File: src/verilog/p4gp_pkg.sv
// Purpose: Constants for the shared data-bus / general-purpose port
// Assumes: Byte-wide register port, 16-bit address
// Notes: Offsets are the low 16 bits of the register address
package p4gp_pkg;
    localparam int unsigned P4GP_WIDTH = 8;
    localparam int unsigned P4GP_ADDR_W = 16;
    localparam logic [15:0] P4GP_ADDR_DIR = 16'hFFC5;
    localparam logic [15:0] P4GP_ADDR_DATA = 16'hFFC7;
    localparam logic [15:0] P4GP_ADDR_PULLUP = 16'hFFDA;
    localparam logic [15:0] P4GP_ADDR_BUSCFG = 16'hFFC0;
    localparam logic [7:0] P4GP_RST_DIR = 8'h00;
    localparam logic [7:0] P4GP_RST_DATA = 8'h00;
    localparam logic [7:0] P4GP_RST_PULLUP = 8'h00;
    localparam logic [7:0] P4GP_DIR_READ = 8'hFF;
    localparam logic [7:0] P4GP_UNMAPPED = 8'h00;
    localparam logic [7:0] P4GP_BUSCFG_ALL8 = 8'hFF;
    localparam logic [7:0] P4GP_BUSCFG_ALL16 = 8'h00;
    localparam logic [1:0] P4GP_MODE_1 = 2'h0;
    localparam logic [1:0] P4GP_MODE_2 = 2'h1;
    localparam logic [1:0] P4GP_MODE_3 = 2'h2;
    localparam logic [1:0] P4GP_MODE_4 = 2'h3;
    typedef enum logic [1:0] {
        P4GP_ST_RESET = 2'h0,
        P4GP_ST_RUN = 2'h1,
        P4GP_ST_SWSTBY = 2'h3
    } p4gp_state_t;
endpackage

File: src/verilog/p4gp_reg8.sv
// Purpose: One byte register with write and hardware-standby clear
// Assumes: Async active-low reset
// Notes: Software standby simply holds the value
module p4gp_reg8 #(
    parameter int unsigned WIDTH = 8,
    parameter logic [WIDTH-1:0] RST_VAL = '0
) (
    input wire logic clk_sys_in,
    input wire logic rst_n_in,
    input wire logic hw_standby_in,
    input wire logic wr_in,
    input wire logic [WIDTH-1:0] wdata_in,
    output logic [WIDTH-1:0] value_out
);
    logic [WIDTH-1:0] value_q;

    always_ff @(posedge clk_sys_in or negedge rst_n_in)
    begin
        if (!rst_n_in)
            value_q <= RST_VAL;
        else if (hw_standby_in)
            value_q <= RST_VAL;
        else if (wr_in)
            value_q <= wdata_in;
    end

    assign value_out = value_q;
endmodule

File: src/verilog/p4gp_pinmux.sv
// Purpose: Per-pin output, enable and pull-up selection
// Assumes: Mode select already decoded
// Notes: One generate loop, one slice per pin
module p4gp_pinmux #(
    parameter int unsigned WIDTH = 8
) (
    input wire logic bus16_in,
    input wire logic [WIDTH-1:0] dir_in,
    input wire logic [WIDTH-1:0] latch_in,
    input wire logic [WIDTH-1:0] pullup_in,
    input wire logic bus_oe_in,
    input wire logic [WIDTH-1:0] bus_dout_in,
    output logic [WIDTH-1:0] pin_o_out,
    output logic [WIDTH-1:0] pin_oe_out,
    output logic [WIDTH-1:0] pin_pu_out
);
    genvar i;
    for (i = 0; i < WIDTH; i++)
    begin : g_pin
        assign pin_o_out[i] = bus16_in ? bus_dout_in[i] : latch_in[i];
        assign pin_oe_out[i] = bus16_in ? bus_oe_in : dir_in[i];
        assign pin_pu_out[i] = !bus16_in && pullup_in[i] && !dir_in[i];
    end
endmodule

File: src/verilog/p4gp_port.sv
// Purpose: Eight-pin port, general-purpose I/O or low data-bus byte
// Assumes: Pins synchronous to clk_sys_in; single-cycle register strobes
// Notes: Read data stand only in the cycle after the read strobe
//
// What this block does
// - All areas byte-wide: port is general-purpose I/O under register control.
// - Any 16-bit area: pins become low byte of external data bus.
// - Byte-wide mode: direction 1 drives output, 0 makes input.
// - Direction register is write-only; reads return all ones.
// - Direction clears on reset and hardware standby, kept in software standby.
// - Bus config kept in software standby; byte-wide outputs keep driving there, 16-bit pins follow bus_oe_in.
// - Data read returns latch bit for output pins.
// - Data read returns pin level for input pins, in both modes.
// - Data latch clears on reset and hardware standby, kept in software standby.
// - Pull-up on only when enable 1 and direction 0, byte-wide mode.
// - Pull-up enable clears on reset and hardware standby, kept otherwise.
// - Pull-ups held off in 16-bit mode, software standby too.
// - 16-bit mode ignores direction; pins run as bidirectional bus.
// - Reset mode: byte-wide in modes 1 and 3, 16-bit in 2 and 4.
//
// Our own choice: the address-and-strobe port.
module p4gp_port #(
    parameter int unsigned WIDTH = p4gp_pkg::P4GP_WIDTH
) (
    input wire logic clk_sys_in,
    input wire logic rst_n_in,
    input wire logic [1:0] op_mode_in,
    input wire logic hw_standby_in,
    input wire logic sw_standby_in,
    input wire logic [p4gp_pkg::P4GP_ADDR_W-1:0] reg_addr_in,
    input wire logic [7:0] reg_wdata_in,
    input wire logic reg_wr_in,
    input wire logic reg_rd_in,
    output logic [7:0] reg_rdata_out,
    input wire logic [WIDTH-1:0] pin_i_in,
    output logic [WIDTH-1:0] pin_o_out,
    output logic [WIDTH-1:0] pin_oe_out,
    output logic [WIDTH-1:0] pin_pu_out,
    input wire logic bus_oe_in,
    input wire logic [WIDTH-1:0] bus_dout_in,
    output logic [WIDTH-1:0] bus_din_out,
    output logic bus16_out
);
    p4gp_pkg::p4gp_state_t state_q;
    logic [7:0] buscfg_q;
    logic [7:0] rdata_q;
    logic [WIDTH-1:0] dir_w;
    logic [WIDTH-1:0] latch_w;
    logic [WIDTH-1:0] pullup_w;
    logic [WIDTH-1:0] port_read_w;
    logic bus16_w;
    logic wr_ok_w;
    logic strap_16_w;

    // Software writes refused while clock is notionally stopped
    assign wr_ok_w = reg_wr_in && !sw_standby_in && !hw_standby_in;
    assign strap_16_w = (op_mode_in == p4gp_pkg::P4GP_MODE_2) || (op_mode_in == p4gp_pkg::P4GP_MODE_4);

    always_ff @(posedge clk_sys_in or negedge rst_n_in)
    begin
        if (!rst_n_in)
            state_q <= p4gp_pkg::P4GP_ST_RESET;
        else if (hw_standby_in)
            state_q <= p4gp_pkg::P4GP_ST_RESET;
        else
        begin
            unique case (state_q)
                p4gp_pkg::P4GP_ST_RESET:
                    state_q <= p4gp_pkg::P4GP_ST_RUN;
                p4gp_pkg::P4GP_ST_RUN:
                    if (sw_standby_in)
                        state_q <= p4gp_pkg::P4GP_ST_SWSTBY;
                p4gp_pkg::P4GP_ST_SWSTBY:
                    if (!sw_standby_in)
                        state_q <= p4gp_pkg::P4GP_ST_RUN;
                default:
                    state_q <= p4gp_pkg::P4GP_ST_RESET;
            endcase
        end
    end

    // strap caught after release; held in software standby
    always_ff @(posedge clk_sys_in or negedge rst_n_in)
    begin
        if (!rst_n_in)
            buscfg_q <= p4gp_pkg::P4GP_BUSCFG_ALL8;
        else if (state_q == p4gp_pkg::P4GP_ST_RESET)
            buscfg_q <= strap_16_w ? p4gp_pkg::P4GP_BUSCFG_ALL16 : p4gp_pkg::P4GP_BUSCFG_ALL8;
        else if (wr_ok_w && reg_addr_in == p4gp_pkg::P4GP_ADDR_BUSCFG)
            buscfg_q <= reg_wdata_in;
    end

    // any zero bit marks a 16-bit area
    assign bus16_w = (state_q == p4gp_pkg::P4GP_ST_RESET) ? strap_16_w
                     : (buscfg_q != p4gp_pkg::P4GP_BUSCFG_ALL8);
    assign bus16_out = bus16_w;

    p4gp_reg8 #(.WIDTH(WIDTH), .RST_VAL(p4gp_pkg::P4GP_RST_DIR)) u_dir (
        .clk_sys_in(clk_sys_in),
        .rst_n_in(rst_n_in),
        .hw_standby_in(hw_standby_in),
        .wr_in(wr_ok_w && reg_addr_in == p4gp_pkg::P4GP_ADDR_DIR),
        .wdata_in(reg_wdata_in[WIDTH-1:0]),
        .value_out(dir_w)
    );

    p4gp_reg8 #(.WIDTH(WIDTH), .RST_VAL(p4gp_pkg::P4GP_RST_DATA)) u_latch (
        .clk_sys_in(clk_sys_in),
        .rst_n_in(rst_n_in),
        .hw_standby_in(hw_standby_in),
        .wr_in(wr_ok_w && reg_addr_in == p4gp_pkg::P4GP_ADDR_DATA),
        .wdata_in(reg_wdata_in[WIDTH-1:0]),
        .value_out(latch_w)
    );

    p4gp_reg8 #(.WIDTH(WIDTH), .RST_VAL(p4gp_pkg::P4GP_RST_PULLUP)) u_pullup (
        .clk_sys_in(clk_sys_in),
        .rst_n_in(rst_n_in),
        .hw_standby_in(hw_standby_in),
        .wr_in(wr_ok_w && reg_addr_in == p4gp_pkg::P4GP_ADDR_PULLUP),
        .wdata_in(reg_wdata_in[WIDTH-1:0]),
        .value_out(pullup_w)
    );

    p4gp_pinmux #(.WIDTH(WIDTH)) u_mux (
        .bus16_in(bus16_w),
        .dir_in(dir_w),
        .latch_in(latch_w),
        .pullup_in(pullup_w),
        .bus_oe_in(bus_oe_in),
        .bus_dout_in(bus_dout_in),
        .pin_o_out(pin_o_out),
        .pin_oe_out(pin_oe_out),
        .pin_pu_out(pin_pu_out)
    );

    assign bus_din_out = pin_i_in;

    // latch for outputs, pin for inputs, both modes
    assign port_read_w = (dir_w & latch_w) | (~dir_w & pin_i_in);

    always_ff @(posedge clk_sys_in or negedge rst_n_in)
    begin
        if (!rst_n_in)
            rdata_q <= p4gp_pkg::P4GP_UNMAPPED;
        else if (reg_rd_in)
        begin
            unique case (reg_addr_in)
                p4gp_pkg::P4GP_ADDR_DIR:
                    rdata_q <= p4gp_pkg::P4GP_DIR_READ;
                p4gp_pkg::P4GP_ADDR_DATA:
                    rdata_q <= 8'(port_read_w);
                p4gp_pkg::P4GP_ADDR_PULLUP:
                    rdata_q <= 8'(pullup_w);
                p4gp_pkg::P4GP_ADDR_BUSCFG:
                    rdata_q <= buscfg_q;
                default:
                    rdata_q <= p4gp_pkg::P4GP_UNMAPPED;
            endcase
        end
        else
            rdata_q <= p4gp_pkg::P4GP_UNMAPPED;
    end

    assign reg_rdata_out = rdata_q;
endmodule

File: config.mk
export PLATFORM = sky130hd
export DESIGN_NAME = p4gp_port
export DESIGN_NICKNAME = d
export VERILOG_FILES = /design/src/verilog/p4gp_pkg.sv /design/src/verilog/p4gp_reg8.sv /design/src/verilog/p4gp_pinmux.sv /design/src/verilog/p4gp_port.sv
export SDC_FILE = /design/constraint.sdc
export NUM_CORES = 1
export LEC_CHECK = 0
export ABC_CLOCK_PERIOD_IN_PS = 3600
export BUFFER_PORTS_ARGS = -buffer_cell sky130_fd_sc_hd__buf_2
export CORE_ASPECT_RATIO = 1.5
export CORE_UTILIZATION = 30
export DETAILED_ROUTE_END_ITERATION = 7
export GPL_TIMING_DRIVEN = 0
export PLACE_DENSITY = 0.56
export SYNTH_ARGS = -nofsm -noshare
export SYNTH_HDL_FRONTEND = slang
export SYNTH_SLANG_ARGS = --single-unit
File: constraint.sdc
create_clock -name clk_sys_in -period 3.6 [get_ports clk_sys_in]
set_clock_uncertainty 0.05 [all_clocks]
set_input_delay 0.72 -clock clk_sys_in [delete_from_list [all_inputs] [get_ports clk_sys_in]]
set_output_delay 0.72 -clock clk_sys_in [all_outputs]
set_load 0.03 [all_outputs]
==> impl_metrics.csv <==
group,metric,value,unit
clocking,clock-sinks,42,
drt,drtIter0Drc,82,
clocking,clk_pin_slew,60,ps
drt,dr.pass1.iters,4,
clocking,cts_resized,0,
finish,final_util,40.7,%
setup_path,r2r-end,"buscfg_q[2]",
sta,finalCritPeriodShare,89.6,%
clocking,cts_made_buffers,5,
sta,worst_pin_slew,942,ps
finish,layout.cells.non_filler,438,
pwr,peakVddDrop,0.228,mV
drt,wire_per_inst,15.1,microns
finish,drive_above_1_share,42.6,%
min_path,min_path_type,"flip-flop to flip-flop",
pwr,p_int,0.000837,W
setup_path,crit_slowest_cell,"o31ai_2",
drt,ant_nets,0,
pwr,leakage,1.58,nW
global_routing,grt_usage,17.0,%
synthesis,ys_types,39,
synthesis,syn_area,2420,sq um
die,core_area,7710,sq um
synthesis,synth_edf_count,0,
sta,final_hold_viol_count,0,
die,start_util,31.4,%
finish,nNetsFinal,384,
setup_path,cp_max_fo,9,
sta,whs,425,ps
sta,relSlewSlack,37.2,%
setup_path,r2r_slack,2240,ps
die,ioPinCount,90,
global_routing,grt-ovfl-total,0,
die,fp.dieW,75.4,microns
sta,fin_crit,3220,ps
setup_path,r2r.worst_path.cells,4,
status,status,"finished clean",
clocking,cts_setup_buffers,0,
finish,syn_to_final_growth,29.5,%
drt,vias,2106,
setup_path,endpoint_kind,"primary output",
pwr,power_density,362,nW/um^2
synthesis,yosysMostFrequentCell,"nand2_1",
setup_path,worstReg2RegStart,"state_q[1]",
min_path,hp-start,"state_q[1]",
sta,fmax,0.310,GHz
synthesis,yosys_register_bits,42,
drt,routed_wl,6630,microns
synthesis,yosys-top-cells-count,"nand2_1 (51), dfrtp_1 (34), nand2b_1 (32)",
synthesis,synth_cells,240,
clocking,postCtsHoldBufs,0,
pwr,pwr-share-clk,39.4,%
synthesis,synth_top_cell_by_area,"dfrtp_1",
global_routing,grt_pass1_vias,2061,
pwr,power_frac_seq,44.4,%
clocking,clock_latency,280,ps
sta,final.setup.tns,0,ps
drt,avgViaCountPerCell,4.81,
synthesis,avgSynthCellArea,10.1,sq um
clocking,cts_root_buffer,"clkbuf_16",
clocking,h-tree-depth,2,
global_routing,antenna_found_initial,0,
sta,slew_viol_final,0,
die,row_count,39,
place,numPlacedInstances,430,
setup_path,crit_chain,"nand4_1 > o31ai_2 > inv_2 > nand2_1 > nand2_1 > buf_2",
synthesis,synth_area_leaders,"dfrtp_1 (35%), mux2i_1 (9.9%), dfstp_2 (8.7%), nand2b_1 (8.3%), nand2_1 (7.9%)",
setup_path,crit_family,"compound AO/OA/AOI/OAI gates",
sta,grt_setup_unrepaired,"no",
setup_path,required,2830,ps
die,die_h,112,microns
place,place.gp.congestion,0.775,
finish,n_antenna_cell,0,
global_routing,grt_max_degree,43,
job,maxCapViolCount,0,
place,io_buffers,88,
drt,drc,0,
min_path,min_path_cells,1,
synthesis,synth_top_area_share,35.1,%
setup_path,cp.arrival,2450,ps
setup_path,cpPeakStageDelay,610,ps
synthesis,synth-async-reset-ratio,100,%
setup_path,crit_top_cell,"nand2_1",
global_routing,grt_pass1_wl,10700,microns
synthesis,synth_nets,289,
finish,fill_cells,824,
setup_path,critical_path_class,"flip-flop to primary output",
synthesis,yosysWarnings,0,
min_path,hold_end,"state_q[0]",
clocking,cts_tree,"yes",
clocking,clock_path_buffers,2,
die,die_area,8450,sq um
setup_path,crit_path_start_kind,"flip-flop",
place,dp_hpwl,5230,microns
pwr,p_sw_share,26.3,%
synthesis,yosysSeqAreaShare,43.8,%
sta,setup_viol,0,
place,preCtsSetupSlack,461,ps
pwr,combPwrFrac,16.3,%
sta,layout_setup_ws,375,ps
pwr,power_switching,0.000298,W
synthesis,synthFlopType,"dfrtp_1",
setup_path,path_buf_inv,2,
==> registers in the layout (all words and copies together), names as in the netlist <==
register / cells
buscfg_q: 8
reg_rdata_out: 8
state_q: 2
u_dir.value_out: 8
u_latch.value_out: 8
u_pullup.value_out: 8
==> layout make-up <==
type                    instances  area, sq um  area share [%]
clock inverters                 1         5.00           0.159
flip-flops and latches         42         1060            33.8
multi-input cells             177         1250            39.7
repair buffers                 88          440            14.0
well taps                     102          128            4.07
plain buffers                  15         93.8            2.99
clock buffers                   7          143            4.54
inverters                       6         22.5           0.717
==> layout by cell type (no fill, tap or decap), drive strengths merged <==
master   synthesis  routed
buf             12     100
nand2           53      53
dfrtp           34      34
nand2b          32      32
mux2i           24      24
clkbuf           3      10
nor3b            9       9
mux2             8       8
a22oi            8       8
a31oi            8       8
dfstp            8       8
o221a            7       7
inv              6       6
nand4            4       4
nor3             3       3
or3              3       3
nor4             3       3
nor2             2       2
nand3            2       2
nand4b           1       1
and4             1       1
a211oi           1       1
and3             1       1
o211ai           1       1
o31ai            1       1
a21oi            1       1
a41o             1       1
nand4bb          1       1
nor2b            1       1
o221ai           1       1
clkinv           0       1
==> routing by layer <==
metal | global-route usage [%] | part of all wire, %
met3 | 2.87 | 3.6
met5 | 0 | 0
met4 | 5.80 | 1.9
met1 | 21.0 | 42
met2 | 29.2 | 53
==> worst max path at each step <==
stage,start,end,slack (ps),cells past startpoint
finish,buscfg_q[7],pin_oe_out[4],380,6
global placement,op_mode_in[0],pin_pu_out[1],460,7
floorplan,op_mode_in[0],pin_pu_out[0],680,4
detailed placement,op_mode_in[0],pin_oe_out[0],460,7
global route,buscfg_q[7],pin_oe_out[4],170,6
CTS,buscfg_q[0],pin_oe_out[0],300,6
==> through the flow <==
| step | power, W | cell area, sq um |
|---|---|---|
| floorplan | 0.000617 | 2420 |
| global placement | 0.000698 | 2990 |
| detailed placement | 0.000700 | 2990 |
| CTS | 0.00115 | 3140 |
| global route | 0.00118 | 3140 |
| finish | 0.00114 | 3140 |
==> worst register-to-register path: stages (launching register included) <==
cell	delay, ps
dfrtp_1	360
nor2_1	100
nor3b_1	250
nand3_2	210
o221a_2	320
==> logic make-up (layout without fill, tap and decap cells) <==
group | Yosys count | after routing | share of synthesized area [%]
AO/OA/AOI/OAI | 29 | 29 | 9.96
multiplexers | 32 | 32 | 13.6
buffers and inverters | 21 | 117 | 4.80
AND/OR/NAND/NOR | 116 | 116 | 27.8
flip-flops | 42 | 42 | 43.8
==> power groups by stage <==
stage          logic, W  registers [W]  clock network [W]
6_report       0.000185       0.000504           0.000447
3_3_place_gp   0.000186       0.000511                  0
3_5_place_dp   0.000188       0.000512                  0
4_1_cts        0.000189       0.000504           0.000457
5_1_grt        0.000204       0.000505           0.000476
2_1_floorplan  0.000109       0.000508                  0
Note: power is estimated with default switching activity, not from simulation.
